## src/hw/spi_port_pkg.sv

```systemverilog
package spi_port_pkg;

  localparam int addr_bits = 7;
  localparam int data_bits = 16;
  // address bits plus the read/write indicator
  localparam int head_bits = addr_bits + 1;
  localparam logic [4:0] head_last = 5'h07;
  localparam logic [4:0] data_count_max = 5'h10;
  localparam logic read_flag = 1'b1;
  localparam logic [2:0] sync_reset = 3'h0;
  localparam logic [15:0] data_reset = 16'h0000;

  typedef struct packed {
    logic [6:0] addr;
    logic [15:0] data;
  } reg_access_type;

  typedef enum logic [1:0] {
    st_idle,
    st_head,
    st_write,
    st_read
  } frame_state_type;

endpackage

```

## src/hw/pin_sync.sv

```systemverilog
`timescale 1ns/1ps
`default_nettype none

module pin_sync (
  input wire logic clk,
  input wire logic resetn,
  input wire logic pin,
  output logic synced
);

  logic meta_r;

  // first stage feeds only the second stage
  always_ff @(posedge clk or negedge resetn)
  begin
    if (!resetn)
    begin
      meta_r <= 1'b0;
      synced <= 1'b0;
    end
    else
    begin
      meta_r <= pin;
      synced <= meta_r;
    end
  end

endmodule

`default_nettype wire

```

## src/hw/three_wire_register_port.sv

```systemverilog
`timescale 1ns/1ps
`default_nettype none

// What this block does
// - sample the data line on each rising serial clock edge
// - data line is input, or driven by the block during read data
// - a frame starts at the first rising clock after select falls
// - while select is high, clock and data are ignored, state returns to idle
// - frame is 7 address bits, read/write bit, then 16 data bits
// - address and data travel most significant bit first
// - select rising early writes only the data bits clocked in
// - more than sixteen write bits: the last sixteen are written
// - a read shifts out up to sixteen register bits, msb first
module three_wire_register_port (
  input wire logic clk,
  input wire logic resetn,
  input wire logic sclk,
  input wire logic cs_n,
  input wire logic sdio_in,
  output logic sdio_out,
  output logic sdio_oe,
  output spi_port_pkg::reg_access_type wr_access,
  output logic wr_strobe,
  output logic [4:0] wr_count,
  output logic [6:0] rd_addr,
  output logic rd_strobe,
  input wire logic [15:0] rd_data
);

  logic sclk_s;
  logic cs_n_s;
  logic sel_s;
  logic sdio_s;
  logic sclk_d_r;
  logic [4:0] cnt_r;
  logic [7:0] head_r;
  logic [15:0] shift_r;
  logic [15:0] rd_shift_r;
  spi_port_pkg::frame_state_type state_r;

  pin_sync u_sync_sclk (.clk(clk), .resetn(resetn), .pin(sclk), .synced(sclk_s));
  // select is synchronised inverted so that reset leaves the port deselected, not selected
  pin_sync u_sync_cs (.clk(clk), .resetn(resetn), .pin(!cs_n), .synced(sel_s));
  pin_sync u_sync_sdio (.clk(clk), .resetn(resetn), .pin(sdio_in), .synced(sdio_s));

  wire rise = sclk_s && !sclk_d_r;
  wire fall = !sclk_s && sclk_d_r;
  assign cs_n_s = !sel_s;
  wire active = !cs_n_s;

  always_ff @(posedge clk or negedge resetn)
  begin
    if (!resetn)
      sclk_d_r <= 1'b0;
    else
      sclk_d_r <= sclk_s;
  end

  // --------------------------------------------------------------------------
  // frame sequencing
  // --------------------------------------------------------------------------
  always_ff @(posedge clk or negedge resetn)
  begin
    if (!resetn)
    begin
      state_r <= spi_port_pkg::st_idle;
      cnt_r <= 5'h00;
      head_r <= 8'h00;
      shift_r <= spi_port_pkg::data_reset;
    end
    else if (!active)
    begin
      state_r <= spi_port_pkg::st_idle;
      cnt_r <= 5'h00;
    end
    else if (rise)
    begin
      unique case (state_r)
        spi_port_pkg::st_idle:
        begin
          head_r <= {7'h00, sdio_s};
          cnt_r <= 5'h01;
          state_r <= spi_port_pkg::st_head;
        end
        spi_port_pkg::st_head:
        begin
          head_r <= {head_r[6:0], sdio_s};
          if (cnt_r == spi_port_pkg::head_last)
          begin
            cnt_r <= 5'h00;
            if (sdio_s == spi_port_pkg::read_flag)
              state_r <= spi_port_pkg::st_read;
            else
              state_r <= spi_port_pkg::st_write;
          end
          else
            cnt_r <= cnt_r + 5'h01;
        end
        spi_port_pkg::st_write:
        begin
          shift_r <= {shift_r[14:0], sdio_s};
          if (cnt_r != spi_port_pkg::data_count_max)
            cnt_r <= cnt_r + 5'h01;
        end
        spi_port_pkg::st_read:
        begin
          if (cnt_r != spi_port_pkg::data_count_max)
            cnt_r <= cnt_r + 5'h01;
        end
      endcase
    end
  end

  // --------------------------------------------------------------------------
  // register side
  // --------------------------------------------------------------------------
  // partial writes hand over the count so the register keeps its other bits
  always_ff @(posedge clk or negedge resetn)
  begin
    if (!resetn)
    begin
      wr_strobe <= 1'b0;
      wr_access <= '0;
      wr_count <= 5'h00;
    end
    else
    begin
      wr_strobe <= 1'b0;
      if (!active && state_r == spi_port_pkg::st_write && cnt_r != 5'h00)
      begin
        wr_strobe <= 1'b1;
        wr_access.addr <= head_r[7:1];
        wr_access.data <= shift_r;
        wr_count <= cnt_r;
      end
    end
  end

  always_ff @(posedge clk or negedge resetn)
  begin
    if (!resetn)
    begin
      rd_strobe <= 1'b0;
      rd_addr <= 7'h00;
    end
    else
    begin
      rd_strobe <= active && rise && state_r == spi_port_pkg::st_head
                   && cnt_r == spi_port_pkg::head_last && sdio_s == spi_port_pkg::read_flag;
      if (active && rise && state_r == spi_port_pkg::st_head && cnt_r == 5'h06)
        rd_addr <= {head_r[5:0], sdio_s};
    end
  end

  // --------------------------------------------------------------------------
  // data line drive
  // --------------------------------------------------------------------------
  // bits change on the falling edge so the host samples them on the rising one
  always_ff @(posedge clk or negedge resetn)
  begin
    if (!resetn)
    begin
      sdio_oe <= 1'b0;
      sdio_out <= 1'b0;
      rd_shift_r <= spi_port_pkg::data_reset;
    end
    else if (!active)
    begin
      sdio_oe <= 1'b0;
      sdio_out <= 1'b0;
    end
    else if (state_r == spi_port_pkg::st_read && fall)
    begin
      sdio_oe <= 1'b1;
      if (cnt_r == 5'h00)
      begin
        sdio_out <= rd_data[15];
        rd_shift_r <= {rd_data[14:0], 1'b0};
      end
      else
      begin
        sdio_out <= rd_shift_r[15]; // zeros past sixteen bits
        rd_shift_r <= {rd_shift_r[14:0], 1'b0};
      end
    end
  end
endmodule

`default_nettype wire

```

## config.mk

```make
export PLATFORM = sky130hd
export DESIGN_NAME = three_wire_register_port
export DESIGN_NICKNAME = d
export VERILOG_FILES = /design/src/hw/spi_port_pkg.sv /design/src/hw/pin_sync.sv /design/src/hw/three_wire_register_port.sv
export SDC_FILE = /design/constraint.sdc
export NUM_CORES = 1
export LEC_CHECK = 0
export BUFFER_PORTS_ARGS = -buffer_cell sky130_fd_sc_hd__buf_2
export CORE_MARGIN = 2
export CORE_UTILIZATION = 55
export CTS_CLUSTER_DIAMETER = 200
export CTS_CLUSTER_SIZE = 16
export DETAILED_ROUTE_END_ITERATION = 10
export PLACE_DENSITY = 0.78
export SETUP_SLACK_MARGIN = 0.4
export SYNTH_ARGS = -nofsm -noshare
export SYNTH_HDL_FRONTEND = slang
export SYNTH_SLANG_ARGS = --single-unit
```

## constraint.sdc

```tcl
create_clock -name clk -period 2.4 [get_ports clk]
set_input_delay 0.24 -clock clk [delete_from_list [all_inputs] [get_ports clk]]
set_output_delay 0.24 -clock clk [all_outputs]
set_load 0.005 [all_outputs]
```

# Word level (Yosys, flattened, before mapping)
# Cells that the tools add are included.
# op_classes
n_mux,18
reduce_logical,24
add_sub_neg,1
eq_ne,11
# ops
operator,count
2-to-1 mux 5 bit,4
2-to-1 mux 16 bit,1
case mux 8 bit (2 select lines),1
case mux 5 bit (3 select lines),1
equality test 5 x 3 -> 1 bit (second input constant),2
logical AND 1 bit,10
!= test 3 bit (second input constant),3
AND reduction 3 bit,3
2-to-1 mux 1 bit,7
2-to-1 mux 2 bit,3
adder 5 x 1 -> 5 bit (second input constant),1
logical NOT 5 bit,1
!= test 5 bit (second input constant),1
nonzero test 5 bit,1
equality test 2 bit (second input constant),2
logical NOT 1 bit,4
!= test 2 bit (second input constant),2
case mux 2 bit (2 select lines),1
AND reduction 2 bit,2
equality test 2 x 1 -> 1 bit (second input constant),1
logical NOT 2 bit,1
nonzero test 2 bit,1
OR reduction 2 bit,1
# totals
register_bits,93
word_cells,74
out_inout_bits,39
inputBits,21

# Depth between registers and ports, before layout
# depth
depth_word,6
ltp_mapped,8

# Hierarchy
# A second synthesis with hierarchy kept.
# unflattened
hier_cells,288
hier_area_um2,3834.9
# by_module_without_submodules
mod,n_inst,area_each_um2,seq_area_each_um2,cells_each
three_wire_register_port,1,3684.8,2152.1,282
pin_sync,3,50.0,50.0,2

# Worst setup path before layout
# No wires, ideal clock.
# synth_timing
kind,register -> register
startpoint,reg cnt_r[0]
endpoint,reg wr_access[15] in the netlist's numbering
t_arrival_ps,1878
slack_ps,397
path_stages_with_launch,9
cell_sequence,dfrtp_1 inv_1 ha_1 nor4b_2 buf_6 or3_1 buf_6 buf_6 mux2_4
# synth_between
elab_chain_len,2
# synth_rtl
element,line,rtl
start: declaration,three_wire_register_port.sv:35,logic [4:0] cnt_r;
start signal: assignment,three_wire_register_port.sv:97,cnt_r <= cnt_r + 5'h01;
start signal: assignment,three_wire_register_port.sv:103,cnt_r <= cnt_r + 5'h01;
start signal: assignment,three_wire_register_port.sv:108,cnt_r <= cnt_r + 5'h01;
nonzero test 5 bit,three_wire_register_port.sv:129,if (!active && state_r == spi_port_pkg::st_write && cnt_r != 5'h00)
logical AND 1 bit,three_wire_register_port.sv:129,
end: declaration,three_wire_register_port.sv:22,"output spi_port_pkg::reg_access_type wr_access,"
# No other way between the ends.
# A chain may end at the register's enable or synchronous reset.

# Final worst setup path
# layout_timing
startpoint,reg cnt_r[0]
endpoint,reg wr_count[2]
# layout_between
elab_chain_len,2
# layout_rtl
element,line,rtl
nonzero test 5 bit,three_wire_register_port.sv:129,
logical AND 1 bit,three_wire_register_port.sv:129,
end signal: assignment,three_wire_register_port.sv:134,wr_count <= cnt_r;
end: declaration,three_wire_register_port.sv:24,"output logic [4:0] wr_count,"
# No other way between the ends.

==> metrics.md <==
| Metric | Value |
|---|---|
| Origin of the worst setup path | cnt_r[0] |
| Total Routing Usage GR | 0.1947 |
| Initial detailed-routing violation count | 113 |
| Clk_lat worst skew | 360 ps |
| Startpoint Class | flip-flop |
| Pwr dens | 617.6 mW/mm^2 |
| First-pass GRT wire length | around 11 mm |
| Detailed Routing Iterations Pass 1 | 4 |
| Mapped Avg Cell Area | 13.04 um^2 |
| # setup viols final | 0 |
| Vias in the first global route | 2,380 |
| CP delay by family, top | simple AND/OR/NAND/NOR gates |
| Core area | 0.006719 mm^2 |
| Hold path startpoint | cs_n |
| Combinational power share | 0.044 |
| Synth Instances | 290 |
| Initial core utilization | 0.5628 |
| Largest net degree at the start of global routing | 58 |
| Final GP Congestion | just over 0.8 |
| H-tree depth | 3 |
| Slew Viols, Final | 0 |
| Clock root cell | clkbuf_8 |
| Fraction of layout cells with a size suffix above 1 | 0.3810 |
| Multi-input gate area | 0.001378 mm^2 |
| Fin util | 0.6505 |
| Slew @ Worst Pin | approximately 520 ps |
| Clock skew | 11.37 ps |
| Reg2reg end | wr_count[2] |
| Postcts setup bufs | 0 |
| Largest fanout on the critical path | 14 |
| Register area | about 0.0023 mm^2 |
| Std cell rows | 30 |
| Inserted Clock Buffers | 9 |
| Clock sink count | 92 |
| Yosys cell types | 35 |
| Chip width | 86.92 um |
| Post-DP HPWL | 4.416 mm |
| Crit end category | flip-flop |
| Period utilization | 0.7799 |
| Syn-to-layout area delta | 15.59% |
| Max Clk Rate | roughly 530 MHz |
| CP required | between 2000 and 3000 ps |
| Crit path depth | 5 |
| CP Data Arrival Time | 2120 ps |
| Reg-to-Reg Start | cnt_r[0] |
| Slew headroom | 0.6555 |
| Cells along the critical path | inv_1, ha_1, nor4b_4, or3_4, mux2_2 |
| Max-cap check violation count | 0 |
| Via count | roughly 2.4k |
| Worst-path clk slew | 90 ps |
| Hold_ws | 41.42 ps |
| Leak | 2.374 nW |
| GRT overflow | 0 |
| Flops & latches, synth | between 90 and 100 |
| Final hold vios | 0 |
| Fin nets | roughly 380 |
| Worst min-delay path category | primary input to flip-flop |
| IO Port Bufs | 59 |
| Syn nets | 314 |
| Seq/Total Area, Yosys | 0.6089 |
| Initial antenna violation count | 0 |
| Crit-path slowest cell | dfrtp_1 |
| R2r setup slk | 530 ps |
| CTS tree | built |
| Pint | 2.039 mW |
| ANT nets after route | 0 |
| Die Ht | 86.92 um |
| Die area | 0.007554 mm^2 |
| End of the critical path | wr_count[2] |
| Worst VDD drop | roughly 0.38 mV |
| Psw | 0.6603 mW |
| Routed WL | 6.902 mm |
| DRC viols | 0 |
| CP peak stage delay | between 400 and 500 ps |
| Minimum clock period | 1872 ps |
| # IOs | 60 |
| CTS max path bufs | 2 |
| CP Class | flip-flop to flip-flop |
| Routed wire per std cell | 15.79 um |
| Detailed-route vias per instance | 5.490 |
| Antenna cells | 0 |
| Post-Syn Area | roughly 0.0038 mm^2 |
| Unrepaired setup endpoints after global routing | true |
| Fillers | 515 |
| Switch share | 0.2446 |
| Clock power frac | 0.370 |
| Yosys warns | 0 |
| Crit path buf inv count | 1 |
| Worst reg-to-reg path cell count | 5 |
| Setup TNS | 0 ps |
| Status | finished, final reports clean |
| Reg power frac | 0.586 |
==> power groups by stage <==
| stage | clock network, mW | registers [mW] | logic, mW |
|---|---|---|---|
| 5_1_grt | 1.09 | 1.58 | 0.135 |
| 3_5_place_dp | 0 | 1.61 | 0.116 |
| 3_3_place_gp | 0 | 1.61 | 0.112 |
| 2_1_floorplan | 0 | 1.60 | 0.0599 |
| 6_report | 1.00 | 1.58 | 0.118 |
| 4_1_cts | 1.02 | 1.58 | 0.121 |
==> layout by cell type, fill, tap and decap left out, drive strengths merged, types with 6 or more instances in the layout <==
cell	instances
mux2i	15
inv	8
clkbuf	10
buf	64
dfrtp	92
mux2	52
o21ai	26
nor2	6
nand2	42
==> routing by layer <==
layer  vias up  track usage  wire (um)
met2        55       0.3046       3310
met4         0      0.08807         93
met5         -            0          0
li1       1133            -          -
met1      1202       0.2682       3273
met3         9      0.03318        225
==> worst min-delay path by stage <==
stage                       end  cells after the start
2_1_floorplan          cnt_r[0]                      0
3_3_place_gp         state_r[0]                      1
3_5_place_dp           cnt_r[2]                      1
4_1_cts        u_sync_cs.meta_r                      2
5_1_grt        u_sync_cs.meta_r                      2
6_report       u_sync_cs.meta_r                      2
==> per-stage QoR <==
step                worst slack, ps  cell area (um^2)  cells  total power, mW
floorplan                     404.9              3786    290            1.663
global placement              528.1              4135    417            1.722
detailed placement            454.4              4135    417            1.728
CTS                           443.6              4359    436            2.723
global route                  362.1              4370    437            2.811
finish                        528.4              4370    437            2.699
==> cell families after synthesis <==
group / after synthesis / synth area share
muxes: 67 / 0.2035
AOI/OAI and AO/OA: 39 / 0.05890
buffers and inverters: 22 / 0.03342
DFF: 92 / 0.6089
adders and majority gates: 3 / 0.009928
and+or+nand+nor: 67 / 0.08538
==> final cells by class <==
type / instances / area share
flip-flops and latches: 92 / 0.5268
multi-input cells: 177 / 0.3152
inverters: 5 / 0.004294
clock inverters: 6 / 0.01288
clock buffers: 10 / 0.03149
repair buffers: 67 / 0.08646
well taps: 80 / 0.02290
==> Yosys cell counts, drive strengths merged <==
cell,count,area share
a21oi,3,0.0040
a211oi,1,0.0020
o2bb2ai,2,0.0046
mux2i,15,0.040
dfrtp,92,0.61
nand2b,2,0.0033
or2,1,0.0017
a21o,1,0.0020
and4b,1,0.0026
or3,1,0.0017
inv,5,0.0050
nor4,1,0.0017
ha,3,0.0099
nand4bb,2,0.0060
nor2b,2,0.0033
buf,10,0.022
a22o,1,0.0023
nor3,2,0.0026
mux2,52,0.16
o21ai,26,0.034
a31oi,2,0.0033
o22ai,1,0.0017
nor2,6,0.0060
nor3b,1,0.0020
a32o,1,0.0026
nor4b,1,0.0040
and2,1,0.0017
o21a,1,0.0020
clkbuf,7,0.0070
nand3,2,0.0026
nand4b,2,0.0046
nand2,42,0.042
==> state kept, by name, summed over array words and instances (netlist names), 2 cells and up <==
register    flops
head_r          8
rd_addr         7
state_r         2
rd_shift_r     15
wr_count        5
wr_access      23
cnt_r           5
shift_r        16
==> what timing repair did <==
action,in CTS,in global routing
setup endpoints to repair,0,28
hold endpoints to repair,37,0
hold buffers,3,0
resized for setup,0,1
==> worst register-to-register path: cells and delay by family, from the launching register on <==
family	cells	cell delay [ps]
and+or+nand+nor	2	640
DFF	1	440
muxes	1	380
adders and majority gates	1	180
buffers and inverters	1	120
(Power assumes the default switching activity.)
